**src/lsc_consts.svh**
```systemverilog
// timing counts, positions, reset values and register offsets for the local switch controller
`ifndef LSC_CONSTS_SVH
`define LSC_CONSTS_SVH
`define CLK_KHZ 25000
`define TICK_US 1000
`define TICK_CYC (`TICK_US * `CLK_KHZ / 1000)
`define HOLD_MS 500
`define HOLD_TICKS (`HOLD_MS * 1000 / `TICK_US)
`define RANGE_MS 10000
`define ACCEL_STEPS 256
`define REP_TICKS (`RANGE_MS * 1000 / `TICK_US / `ACCEL_STEPS)
`define FLASH_TICKS (500 * 1000 / `TICK_US)
`define INIT_TICKS (100 * 1000 / `TICK_US)
`define CONFIGURING_INDICATOR_TICKS (50 * 1000 / `TICK_US)
`define NUM_CH 4
`define POS_PARK 4'h0
`define POS_LAST 4'hF
`define POS_GAIN 4'h4
`define POS_MONO 4'hA
`define POS_FRZ_LO 4'h2
`define POS_FRZ_HI 4'h4
`define GAIN_RST 8'h37
`define GAIN_MAX 8'hFF
`define GAIN_MIN 8'h00
`define REG_STATUS 4'h0
`define REG_CTRL 4'h1
`define REG_CFG0 4'h4
`define REG_GAIN0 4'h8
`endif

```
**src/lsc_pkg.sv**
```systemverilog
// types shared by the local switch controller
package lsc_pkg;
    typedef enum logic [2:0] {BANK1 = 3'b001, BANK2 = 3'b010, BANK3 = 3'b100} bank_t;
    typedef enum logic [1:0] {PARAM = 2'b01, CHSEL = 2'b10} pmode_t;
    typedef enum logic [2:0] {
        FRZ_NONE = 3'h0, FRZ_AUTO = 3'h1, FRZ_BLUE = 3'h2,
        FRZ_FLD1 = 3'h3, FRZ_FLD2 = 3'h4, FRZ_FRAME = 3'h5
    } freeze_t;
    typedef struct packed {
        freeze_t freeze;
        logic mono;
        logic [7:0] gain;
    } chan_cfg_t;
endpackage : lsc_pkg

```
**src/local_switch_config_ctrl.sv**
```systemverilog
// front-panel rotary, paddle and button configuration controller
//
// The implementer's own choices: the plain strobed port and the register addresses.
`timescale 1ns/1ps
`default_nettype none
`include "lsc_consts.svh"
module local_switch_config_ctrl #(
    parameter int TICK_CYC = `TICK_CYC,
    parameter int HOLD_TICKS = `HOLD_TICKS,
    parameter int REP_TICKS = `REP_TICKS
) (
    input wire logic REF_CLK,
    input wire logic RST_B,
    input wire logic [3:0] FUNCTION_SELECTOR,
    input wire logic PADDLE_SWITCH_UP,
    input wire logic PADDLE_SWITCH_DOWN,
    input wire logic MODE_TOGGLE_BUTTON,
    input wire logic [3:0] REG_ADDR,
    input wire logic [7:0] REG_WDATA,
    input wire logic REG_WR,
    input wire logic REG_RD,
    output logic [7:0] REG_RDATA,
    output logic BANK_INDICATOR,
    output logic CHANNEL_SELECT_INDICATOR,
    output logic CHANNEL_CODE_LED_HIGH,
    output logic CHANNEL_CODE_LED_LOW,
    output logic CONFIGURING_INDICATOR,
    output var lsc_pkg::chan_cfg_t [`NUM_CH-1:0] CHAN_CFG
);
    import lsc_pkg::*;

    localparam int TW = $clog2(TICK_CYC);
    localparam int FW = $clog2(`FLASH_TICKS);
    localparam int CW = $clog2(`INIT_TICKS + 1);

    logic [TW-1:0] tick_cnt_r;
    logic tick_r;
    logic [FW-1:0] flash_cnt_r;
    logic flash_r;
    logic [3:0] pos_r;
    logic wrap_fwd;
    logic wrap_bwd;
    bank_t bank_r;
    bank_t bank_nxt;
    pmode_t mode_r;
    logic btn_r;
    logic press;
    logic lock_r;
    logic [1:0] chan_r;
    logic step_up;
    logic step_dn;
    logic act;
    logic accel_en;
    logic hit_gain;
    logic hit_mono;
    logic hit_frz;
    logic applied;
    logic [CW-1:0] configuring_indicator_cnt_r;
    chan_cfg_t [`NUM_CH-1:0] cfg_r;
    logic [7:0] rdata_nxt;

    // one-millisecond enable; all slow timing counts these ticks
    always_ff @(posedge REF_CLK or negedge RST_B) begin
        if (!RST_B) begin
            tick_cnt_r <= '0;
            tick_r <= 1'b0;
        end else begin
            tick_r <= (tick_cnt_r == TW'(TICK_CYC - 1));
            if (tick_cnt_r == TW'(TICK_CYC - 1)) begin
                tick_cnt_r <= '0;
            end else begin
                tick_cnt_r <= tick_cnt_r + TW'(1);
            end
        end
    end

    always_ff @(posedge REF_CLK or negedge RST_B) begin
        if (!RST_B) begin
            flash_cnt_r <= '0;
            flash_r <= 1'b0;
        end else if (tick_r) begin
            if (flash_cnt_r == FW'(`FLASH_TICKS - 1)) begin
                flash_cnt_r <= '0;
                flash_r <= ~flash_r;
            end else begin
                flash_cnt_r <= flash_cnt_r + FW'(1);
            end
        end
    end

    // selector position and bank; a detent jump between F and 0 marks a full turn
    assign wrap_fwd = (pos_r == `POS_LAST) && (FUNCTION_SELECTOR == `POS_PARK);
    assign wrap_bwd = (pos_r == `POS_PARK) && (FUNCTION_SELECTOR == `POS_LAST);

    always_ff @(posedge REF_CLK or negedge RST_B) begin
        if (!RST_B) begin
            pos_r <= `POS_PARK;
        end else begin
            pos_r <= FUNCTION_SELECTOR;
        end
    end

    always_comb begin
        bank_nxt = bank_r;
        case (bank_r)
            BANK1: begin
                if (wrap_fwd) begin
                    bank_nxt = BANK2;
                end
            end
            BANK2: begin
                if (wrap_fwd) begin
                    bank_nxt = BANK3;
                end else if (wrap_bwd) begin
                    bank_nxt = BANK1;
                end
            end
            BANK3: begin
                if (wrap_bwd) begin
                    bank_nxt = BANK2;
                end
            end
            default: bank_nxt = BANK1;
        endcase
    end

    always_ff @(posedge REF_CLK or negedge RST_B) begin
        if (!RST_B) begin
            bank_r <= BANK1;
        end else begin
            bank_r <= bank_nxt;
        end
    end

    // mode button; lock from software blocks the button and the paddle, while the selector still steps the bank
    assign press = MODE_TOGGLE_BUTTON & ~btn_r & ~lock_r;

    always_ff @(posedge REF_CLK or negedge RST_B) begin
        if (!RST_B) begin
            btn_r <= 1'b0;
        end else begin
            btn_r <= MODE_TOGGLE_BUTTON;
        end
    end

    always_ff @(posedge REF_CLK or negedge RST_B) begin
        if (!RST_B) begin
            mode_r <= PARAM;
        end else if (press) begin
            case (mode_r)
                PARAM: mode_r <= CHSEL;
                CHSEL: mode_r <= PARAM;
                default: mode_r <= PARAM;
            endcase
        end
    end

    // only the gain parameter has 256 values, so only it accelerates
    assign accel_en = (mode_r == PARAM) && (bank_r == BANK1) && (pos_r == `POS_GAIN);

    paddle_repeat #(
        .HOLD_TICKS(HOLD_TICKS),
        .REP_TICKS(REP_TICKS)
    ) u_paddle (
        .clk(REF_CLK),
        .rst_b(RST_B),
        .tick(tick_r),
        .up(PADDLE_SWITCH_UP & ~lock_r),
        .dn(PADDLE_SWITCH_DOWN & ~lock_r),
        .accel_en(accel_en),
        .step_up(step_up),
        .step_dn(step_dn)
    );

    assign act = step_up | step_dn;

    always_ff @(posedge REF_CLK or negedge RST_B) begin
        if (!RST_B) begin
            chan_r <= 2'h0;
        end else if (act && mode_r == CHSEL) begin
            if (step_up) begin
                chan_r <= chan_r + 2'h1;
            end else begin
                chan_r <= chan_r - 2'h1;
            end
        end
    end

    // position 0 matches none of these, so a parked selector edits nothing
    assign hit_gain = (bank_r == BANK1) && (pos_r == `POS_GAIN);
    assign hit_mono = (bank_r == BANK2) && (pos_r == `POS_MONO);
    assign hit_frz = (bank_r == BANK3) && (pos_r >= `POS_FRZ_LO)
        && (pos_r <= `POS_FRZ_HI);
    assign applied = act && ((mode_r == CHSEL) || hit_gain || hit_mono || hit_frz);

    genvar g;
    generate
        for (g = 0; g < `NUM_CH; g++) begin : g_chan
            always_ff @(posedge REF_CLK or negedge RST_B) begin
                if (!RST_B) begin
                    cfg_r[g].freeze <= FRZ_NONE;
                    cfg_r[g].mono <= 1'b0;
                    cfg_r[g].gain <= `GAIN_RST;
                end else if (act && mode_r == PARAM && chan_r == 2'(g)) begin
                    if (hit_gain && step_up && cfg_r[g].gain != `GAIN_MAX) begin
                        cfg_r[g].gain <= cfg_r[g].gain + 8'h01;
                    end
                    if (hit_gain && step_dn && cfg_r[g].gain != `GAIN_MIN) begin
                        cfg_r[g].gain <= cfg_r[g].gain - 8'h01;
                    end
                    if (hit_mono) begin
                        cfg_r[g].mono <= step_up;
                    end
                    if (hit_frz && step_up && cfg_r[g].freeze != FRZ_FRAME) begin
                        cfg_r[g].freeze <= freeze_t'(cfg_r[g].freeze + 3'h1);
                    end
                    if (hit_frz && step_dn && cfg_r[g].freeze != FRZ_NONE) begin
                        cfg_r[g].freeze <= freeze_t'(cfg_r[g].freeze - 3'h1);
                    end
                end
            end
        end
    endgenerate

    // configuring window: opens at reset and again for each applied change
    always_ff @(posedge REF_CLK or negedge RST_B) begin
        if (!RST_B) begin
            configuring_indicator_cnt_r <= CW'(`INIT_TICKS);
        end else if (applied) begin
            configuring_indicator_cnt_r <= CW'(`CONFIGURING_INDICATOR_TICKS);
        end else if (tick_r && configuring_indicator_cnt_r != '0) begin
            configuring_indicator_cnt_r <= configuring_indicator_cnt_r - CW'(1);
        end
    end

    always_ff @(posedge REF_CLK or negedge RST_B) begin
        if (!RST_B) begin
            lock_r <= 1'b0;
        end else if (REG_WR && REG_ADDR == `REG_CTRL) begin
            lock_r <= REG_WDATA[0];
        end
    end

    // indicators all registered
    always_ff @(posedge REF_CLK or negedge RST_B) begin
        if (!RST_B) begin
            BANK_INDICATOR <= 1'b0;
            CHANNEL_SELECT_INDICATOR <= 1'b0;
            CHANNEL_CODE_LED_HIGH <= 1'b0;
            CHANNEL_CODE_LED_LOW <= 1'b0;
            CONFIGURING_INDICATOR <= 1'b1;
        end else begin
            BANK_INDICATOR <= (bank_r == BANK2) || (bank_r == BANK3 && flash_r);
            CHANNEL_SELECT_INDICATOR <= (mode_r == CHSEL);
            CHANNEL_CODE_LED_HIGH <= chan_r[1];
            CHANNEL_CODE_LED_LOW <= chan_r[0];
            CONFIGURING_INDICATOR <= (configuring_indicator_cnt_r != '0);
        end
    end

    assign CHAN_CFG = cfg_r;

    always_comb begin
        rdata_nxt = 8'h00;
        case (REG_ADDR)
            `REG_STATUS: rdata_nxt = {2'h0, (configuring_indicator_cnt_r != '0), (mode_r == CHSEL),
                (bank_r == BANK3), (bank_r == BANK2), chan_r};
            `REG_CTRL: rdata_nxt = {7'h00, lock_r};
            default: begin
                if (REG_ADDR[3:2] == 2'(`REG_CFG0 >> 2)) begin
                    rdata_nxt = {4'h0, cfg_r[REG_ADDR[1:0]].freeze, cfg_r[REG_ADDR[1:0]].mono};
                end else if (REG_ADDR[3:2] == 2'(`REG_GAIN0 >> 2)) begin
                    rdata_nxt = cfg_r[REG_ADDR[1:0]].gain;
                end
            end
        endcase
    end

    // read data stands only in the cycle after the strobe
    always_ff @(posedge REF_CLK or negedge RST_B) begin
        if (!RST_B) begin
            REG_RDATA <= 8'h00;
        end else if (REG_RD) begin
            REG_RDATA <= rdata_nxt;
        end else begin
            REG_RDATA <= 8'h00;
        end
    end
endmodule : local_switch_config_ctrl
`default_nettype wire

```
**src/paddle_repeat.sv**
```systemverilog
// paddle press detector with hold-to-accelerate repeat
`timescale 1ns/1ps
`default_nettype none
`include "lsc_consts.svh"
module paddle_repeat #(
    parameter int HOLD_TICKS = `HOLD_TICKS,
    parameter int REP_TICKS = `REP_TICKS
) (
    input wire logic clk,
    input wire logic rst_b,
    input wire logic tick,
    input wire logic up,
    input wire logic dn,
    input wire logic accel_en,
    output logic step_up,
    output logic step_dn
);
    localparam int HW = $clog2(HOLD_TICKS + 1);
    localparam int RW = $clog2(REP_TICKS + 1);
    logic [1:0] dir;
    logic [1:0] dir_r;
    logic [HW-1:0] hold_r;
    logic [RW-1:0] rep_r;
    logic held;
    logic rep_fire;

    // both directions at once is treated as released
    assign dir = {dn & ~up, up & ~dn};
    assign held = (dir != 2'h0) && (dir == dir_r);
    assign rep_fire = held && accel_en && tick && (hold_r == HW'(HOLD_TICKS))
        && (rep_r == RW'(REP_TICKS - 1));

    always_ff @(posedge clk or negedge rst_b) begin
        if (!rst_b) begin
            dir_r <= 2'h0;
        end else begin
            dir_r <= dir;
        end
    end

    always_ff @(posedge clk or negedge rst_b) begin
        if (!rst_b) begin
            hold_r <= '0;
            rep_r <= '0;
        end else if (!held) begin
            hold_r <= '0;
            rep_r <= '0;
        end else if (tick) begin
            if (hold_r != HW'(HOLD_TICKS)) begin
                hold_r <= hold_r + HW'(1);
            end else if (rep_fire) begin
                rep_r <= '0;
            end else begin
                rep_r <= rep_r + RW'(1);
            end
        end
    end

    // one step per fresh press, then steady repeat once held past the hold time
    always_ff @(posedge clk or negedge rst_b) begin
        if (!rst_b) begin
            step_up <= 1'b0;
            step_dn <= 1'b0;
        end else begin
            step_up <= dir[0] & ((dir != dir_r) | rep_fire);
            step_dn <= dir[1] & ((dir != dir_r) | rep_fire);
        end
    end
endmodule : paddle_repeat
`default_nettype wire

```
**config.mk**
```make
export PLATFORM = sky130hd
export DESIGN_NAME = local_switch_config_ctrl
export DESIGN_NICKNAME = d
export VERILOG_FILES = /design/src/lsc_pkg.sv /design/src/local_switch_config_ctrl.sv /design/src/paddle_repeat.sv
export VERILOG_INCLUDE_DIRS = /design/src
export SDC_FILE = /design/constraint.sdc
export NUM_CORES = 1
export LEC_CHECK = 0
export ABC_AREA = 1
export BUFFER_PORTS_ARGS = -buffer_cell sky130_fd_sc_hd__buf_2
export CORE_MARGIN = 2
export CORE_UTILIZATION = 45
export DETAILED_ROUTE_END_ITERATION = 12
export SLEW_MARGIN = 20
export SYNTH_ARGS = -nofsm -noshare
export SYNTH_HDL_FRONTEND = slang
export SYNTH_HIERARCHICAL = 1
export SYNTH_SLANG_ARGS = --single-unit
```
**constraint.sdc**
```tcl
create_clock -name REF_CLK -period 5.9 [get_ports REF_CLK]
set_input_delay 1.475 -clock REF_CLK [delete_from_list [all_inputs] [get_ports REF_CLK]]
set_output_delay 1.475 -clock REF_CLK [all_outputs]
set_load 0.05 [all_outputs]
```
Yosys cells after proc, flatten, opt, wreduce, memory -nomap -nowiden:

Index checks and enable logic that the tools add are counted.

* memories: 0
* latch bits: 0
* RAM bits: 0
* word-level logic and storage cells: 237
* output and inout port bits: 61
* bits of input ports: 23
* bits in read-only memories: 0
* bits in registers: 126

* $lt $le $gt $ge: 3
* divide/modulo/power cells: 0
* multiply operators: 0
* bitwise gates (word level): 15
* $add $sub $neg: 23
* reductions and logical operators: 86
* shift operators: 0
* equal/unequal tests: 36
* mux-type cells: 40

Operator list (count)
* two-way mux 8 bit: 11
* logical AND 1 bit: 43
* two-way mux 3 bit: 12
* two-way mux 9 bit: 4
* adder 8 x 1 -> 8 bit (second input constant): 4
* != test 8 bit (second input constant): 4
* nonzero test 8 bit: 4
* subtractor 8 x 1 -> 8 bit (second input constant): 4
* AND reduction 2 bit: 15
* binary-select mux 12 bit (select 2 bit): 1
* two-way mux 6 bit: 4
* nonzero test 2 bit: 10
* adder 9 x 1 -> 9 bit (second input constant): 2
* == test 9 bit (second input constant): 2
* case mux 8 bit (2 select lines): 1
* adder 15 x 1 -> 15 bit (second input constant): 1
* == test 15 bit (second input constant): 1
* two-way mux 15 bit: 1
* != test 3 bit (second input constant): 5
* two-way mux 7 bit: 2
* adder 3 x 1 -> 3 bit (second input constant): 4
* == test 4 bit (second input constant): 3
* logical NOT 4 bit: 3
* two-way mux 12 bit: 1
* 30 further kinds: 61

Logic depth before layout (Yosys ltp):

* word-level depth: 14
* gate-level depth with buffers: 17
* gate-level depth less buffers: 17

Modules after synthesis:

The synthesis kept the hierarchy.

Modules (own cells, without submodules)
* local_switch_config_ctrl: cells an instance 912, sequential area each 2710.1 um^2, times used 1, area each 7033.0 um^2
* paddle_repeat: cells an instance 161, sequential area each 475.5 um^2, times used 1, area each 1197.4 um^2

Worst setup path after synthesis:

Ideal clock, no wire load.

* path kind: input port to flip-flop
* from: input port PADDLE_SWITCH_UP
* to: register u_paddle.rep_r[3]
* path slack: 3.202 ns
* arrival: 2.627 ns
* stages on the path: 11
* path buffers: 0
* path through: inv_1 > nor2_1 > inv_1 > ha_1 > nand2_1 > nand2_2 > nor2_4 > nand2_4 > a21oi_1 > nand2_1 > nor2_1

* longest elaborated chain between the ends: 13
* elaborated cells on any way between the ends: 18
* those cells by class: eq/ne: 3; mux: 4; bitwise: 4; reduce/logical: 7

Ends and longest elaborated chain
* from (decl): RTL line local_switch_config_ctrl.sv:15 `input wire logic PADDLE_SWITCH_UP,`
* bitwise AND 1 bit *: RTL line local_switch_config_ctrl.sv:168 `.up(PADDLE_SWITCH_UP & ~lock_r),`
* inverter 1 bit *: RTL line paddle_repeat.sv:28 `assign dir = {dn & ~up, up & ~dn};`
* bitwise AND 1 bit *: RTL line paddle_repeat.sv:28
* via u_paddle.dir[1]: RTL line paddle_repeat.sv:20 `logic [1:0] dir;`
* == test 2 bit / nonzero test 2 bit (equally long branches): RTL line paddle_repeat.sv:29 `assign held = (dir != 2'h0) && (dir == dir_r);`
* logical AND 1 bit *: RTL line paddle_repeat.sv:29
* logical AND 1 bit (3 in a row): RTL line paddle_repeat.sv:30 `assign rep_fire = held && accel_en && tick && (hold_r == HW'(HOLD_TICKS))`
* logical AND 1 bit: RTL line paddle_repeat.sv:31 `&& (rep_r == RW'(REP_TICKS - 1));`
* two-way mux 6 bit: RTL line paddle_repeat.sv:51 `end else if (rep_fire) begin`
* two-way mux 6 bit: RTL line paddle_repeat.sv:49 `if (hold_r != HW'(HOLD_TICKS)) begin`
* two-way mux 6 bit: RTL line paddle_repeat.sv:48 `end else if (tick) begin`
* two-way mux 6 bit: RTL line paddle_repeat.sv:45 `end else if (!held) begin`
* to (signal assigned): RTL line paddle_repeat.sv:54 `rep_r <= rep_r + RW'(1);`
* to (decl): RTL line paddle_repeat.sv:23 `logic [RW-1:0] rep_r;`

The timed path passes the listed nets; every way through them passes the cells marked *. The select of a mux whose other input is x is not followed.
A chain may end at the register's enable or synchronous reset.

Worst setup path after layout:

* from: register cfg_r, in the netlist CHAN_CFG[14]
* to: output port CHAN_CFG[14] in the netlist's numbering

RTL lines
* from (decl): RTL line local_switch_config_ctrl.sv:59 `` chan_cfg_t [`NUM_CH-1:0] cfg_r; ``
* to (decl): RTL line local_switch_config_ctrl.sv:28 `` output var lsc_pkg::chan_cfg_t [`NUM_CH-1:0] CHAN_CFG ``

No word-level cell between the ends.

==> results.json <==
{
  "start_util_pct": 45.8,
  "path_cells": "buf_2",
  "hold_viol": 0,
  "syn_area_sq_mm": 0.00823,
  "path_buf_inv": 1,
  "die_w_um": 139,
  "num_io_pins": 84,
  "cp-end-kind": "output pin",
  "worstPathRequired_ns": 4.43,
  "ys.flop_type": "dfrtp_1",
  "drc": 0,
  "synth.most_common_cell": "nand2_1",
  "synthTopCellsByCount": "nand2_1, inv_1, dfrtp_1, nor2_1, nand3_1",
  "yosys_warnings": 6,
  "overflow": 0,
  "fin_crit_ns": 2.80,
  "maxSlewHeadroom_pct": 47.9,
  "synthArstFlopShare_pct": 100,
  "dp_slack_ns": 2.79,
  "h-tree-depth": 4,
  "finalSetupTns_ns": 0,
  "reg2reg_depth": 13,
  "grt_pass1_wl_um": 33300,
  "finalPower_uw": 2370,
  "layout-drive-gt1-share_pct": 17.1,
  "startpoint_type": "flop",
  "die_h_um": 139,
  "wl_met2_um": 9140,
  "coreArea_sq_mm": 0.0180,
  "drt-initial-drc-count": 428,
  "dr_total_vias": 7036,
  "reg2reg_to": "CHAN_CFG[7]$_DFFE_PN0P_",
  "vias_per_cell": 5.03,
  "fin_nets": 1226,
  "hold_ws_ns": 0.463,
  "worstMarginPinSlew_ns": 0.781,
  "drt-met1-wl_um": 8960,
  "synth_top_area_cell": "dfrtp_1",
  "top_layer_used": "met4",
  "cp_slowest_cell": "dfstp_2",
  "critical_path_class": "reg -> out",
  "cts_resized": 0,
  "slowest_delay_ns": 0.61,
  "port_buffers": 76,
  "cts_tree": "done",
  "power.density_mw_per_mm2": 251,
  "fin_ws_ns": 3.10,
  "timing.rr.start": "bank_r[0]$_DFFE_PN1P_",
  "cts_max_path_buffers": 2,
  "skew_ns": 0.00891,
  "drt_first_pass_iters": 5,
  "final-setup-viol-count": 0,
  "clock_sinks": 126,
  "synth.net_count": 1141,
  "grt_usage_pct": 21.3,
  "die_area_sq_mm": 0.0194,
  "routed_wl_um": 19400,
  "rsz0062_at_grt": "false",
  "grt_max_degree": 51,
  "cp_top_family": "flip-flops",
  "leakagePower_uw": 0.00479,
  "post_cts_buffers": 0,
  "max_cap_violations": 0,
  "route.met3.wl_um": 930,
  "synth_area_leaders": "dfrtp_1, nand2_1, dfstp_2, inv_1, ha_1",
  "synthToLayoutAreaGrowth_pct": 14.5,
  "dp_hpwl_um": 14800,
  "synth-seq-cells": 126,
  "ant_nets": 0,
  "clk_latency_ns": 0.43,
  "rrSetupSlack_ns": 3.32,
  "wl_per_cell_um": 13.8,
  "numCtsBuffers": 17,
  "holdPathStages": 2,
  "synth_cell_types": 48,
  "seq_area_frac_synth_pct": 38.7,
  "rows": 49,
  "hold_start": "configuring_indicator_cnt_r[6]$_DFFE_PN1P_",
  "cts_root_buf": "clkbuf_16",
  "clk_pin_slew_ns": 0.06,
  "synthCells": 1073,
  "fmaxAchievable_mhz": 357,
  "diodes": 0,
  "crit_arrival_ns": 1.32,
  "hold_end": "configuring_indicator_cnt_r[6]$_DFFE_PN1P_",
  "crit_path_max_fanout": 6,
  "finalCritPeriodShare_pct": 47.4,
  "hold_buffers": 0,
  "hp-class": "reg -> reg",
  "ir_drop_mv": 0.262,
  "grt_pass1_vias": 6888,
  "synth_edf_count": 0,
  "grt_antenna_before_repair": 0,
  "status": "complete, no violations",
  "avgSynthCellArea_sq_um": 7.67,
  "maxSlewViolCount": 0,
  "gp_congestion": 0.880,
  "yosysTopAreaCellShare_pct": 30.4
}
-- cell type report --
| cell class | count | area [sq um] |
|---|---|---|
| Clock inverter | 12 | 134 |
| Fill cell | 1735 | 8540 |
| Multi-Input combinational cell | 763 | 4310 |
| Sequential cell | 126 | 3190 |
| Inverter | 172 | 646 |
| Tap cell | 229 | 287 |
| Clock buffer | 20 | 467 |
| Timing Repair Buffer | 78 | 398 |
-- worst max path at each step --
stage,slack [ns],cells after the start,startpoint,end
6_report,3.10,1,CHAN_CFG[14]$_DFFE_PN1P_,CHAN_CFG[14]
5_1_grt,2.97,7,REG_ADDR[0],REG_RDATA[1]$_DFF_PN0_
4_1_cts,3.07,1,CHAN_CFG[14]$_DFFE_PN1P_,CHAN_CFG[14]
3_5_place_dp,2.79,6,REG_ADDR[0],REG_RDATA[4]$_DFF_PN0_
3_3_place_gp,2.81,6,REG_ADDR[0],REG_RDATA[4]$_DFF_PN0_
2_1_floorplan,3.20,11,PADDLE_SWITCH_UP,u_paddle/rep_r[3]$_DFFE_PN0P_
-- cells by family after synthesis --
kind of cell,share of synthesized area (%)
buffers and inverters,8.95
xor gates and xnor gates,4.26
and+or+nand+nor,29.8
adders and majority gates,7.57
DFF,38.7
muxes,0.137
AOI/OAI and AO/OA,10.6
-- report_power, final --
part | leakage (uW) | switching, uW | total (uW) | internal [uW]
sequential | 0.00162 | 51.7 | 975 | 923
clock | 0.000293 | 405 | 1060 | 657
combinational | 0.00288 | 239 | 332 | 92.6
total | 0.00479 | 696 | 2370 | 1670
-- tightest hold or removal path, stage by stage (launching register included) --
cell     delay (ns)
dfstp_2        0.37
o31ai_1        0.05
nor2_1         0.04
-- through the flow --
step | instances | utilization (%) | cell area [sq um]
floorplan | 1073 | - | 8230
global placement | 1368 | 49.1 | 8820
detailed placement | 1368 | 49.1 | 8820
CTS | 1400 | 52.5 | 9420
global route | 1400 | 52.5 | 9420
finish | 1400 | 52.5 | 9420
-- flip-flops by register name (all words and copies together) (netlist names), 2 cells and up --
register and cells:
u_paddle/dir_r 2, pos_r 4, mode_r 2, u_paddle/rep_r 6, configuring_indicator_cnt_r 7, bank_r 3
REG_RDATA 8, u_paddle/hold_r 9, CHAN_CFG 48, flash_cnt_r 9, tick_cnt_r 15, chan_r 2
-- routing by layer --
metal | vias to the layer above | track usage [%]
met5 | - | 0
met3 | 29 | 5.13
met4 | 0 | 6.96
li1 | 3654 | -
met1 | 3211 | 28.1
met2 | 142 | 34.8
-- layout by cell type (no fill, tap or decap), types with 15 or more instances in the layout --
cell	n
o21ai_1	15
nand3_1	79
dfstp_2	26
dfrtp_1	100
o21ai_2	15
xor2_1	33
inv_1	160
nor3_1	26
nand4_1	36
a21oi_1	48
buf_2	75
ha_1	37
nand2_1	253
o21ai_0	36
clkbuf_16	17
nor2_1	88
Note: power is estimated with default switching activity, not from simulation.
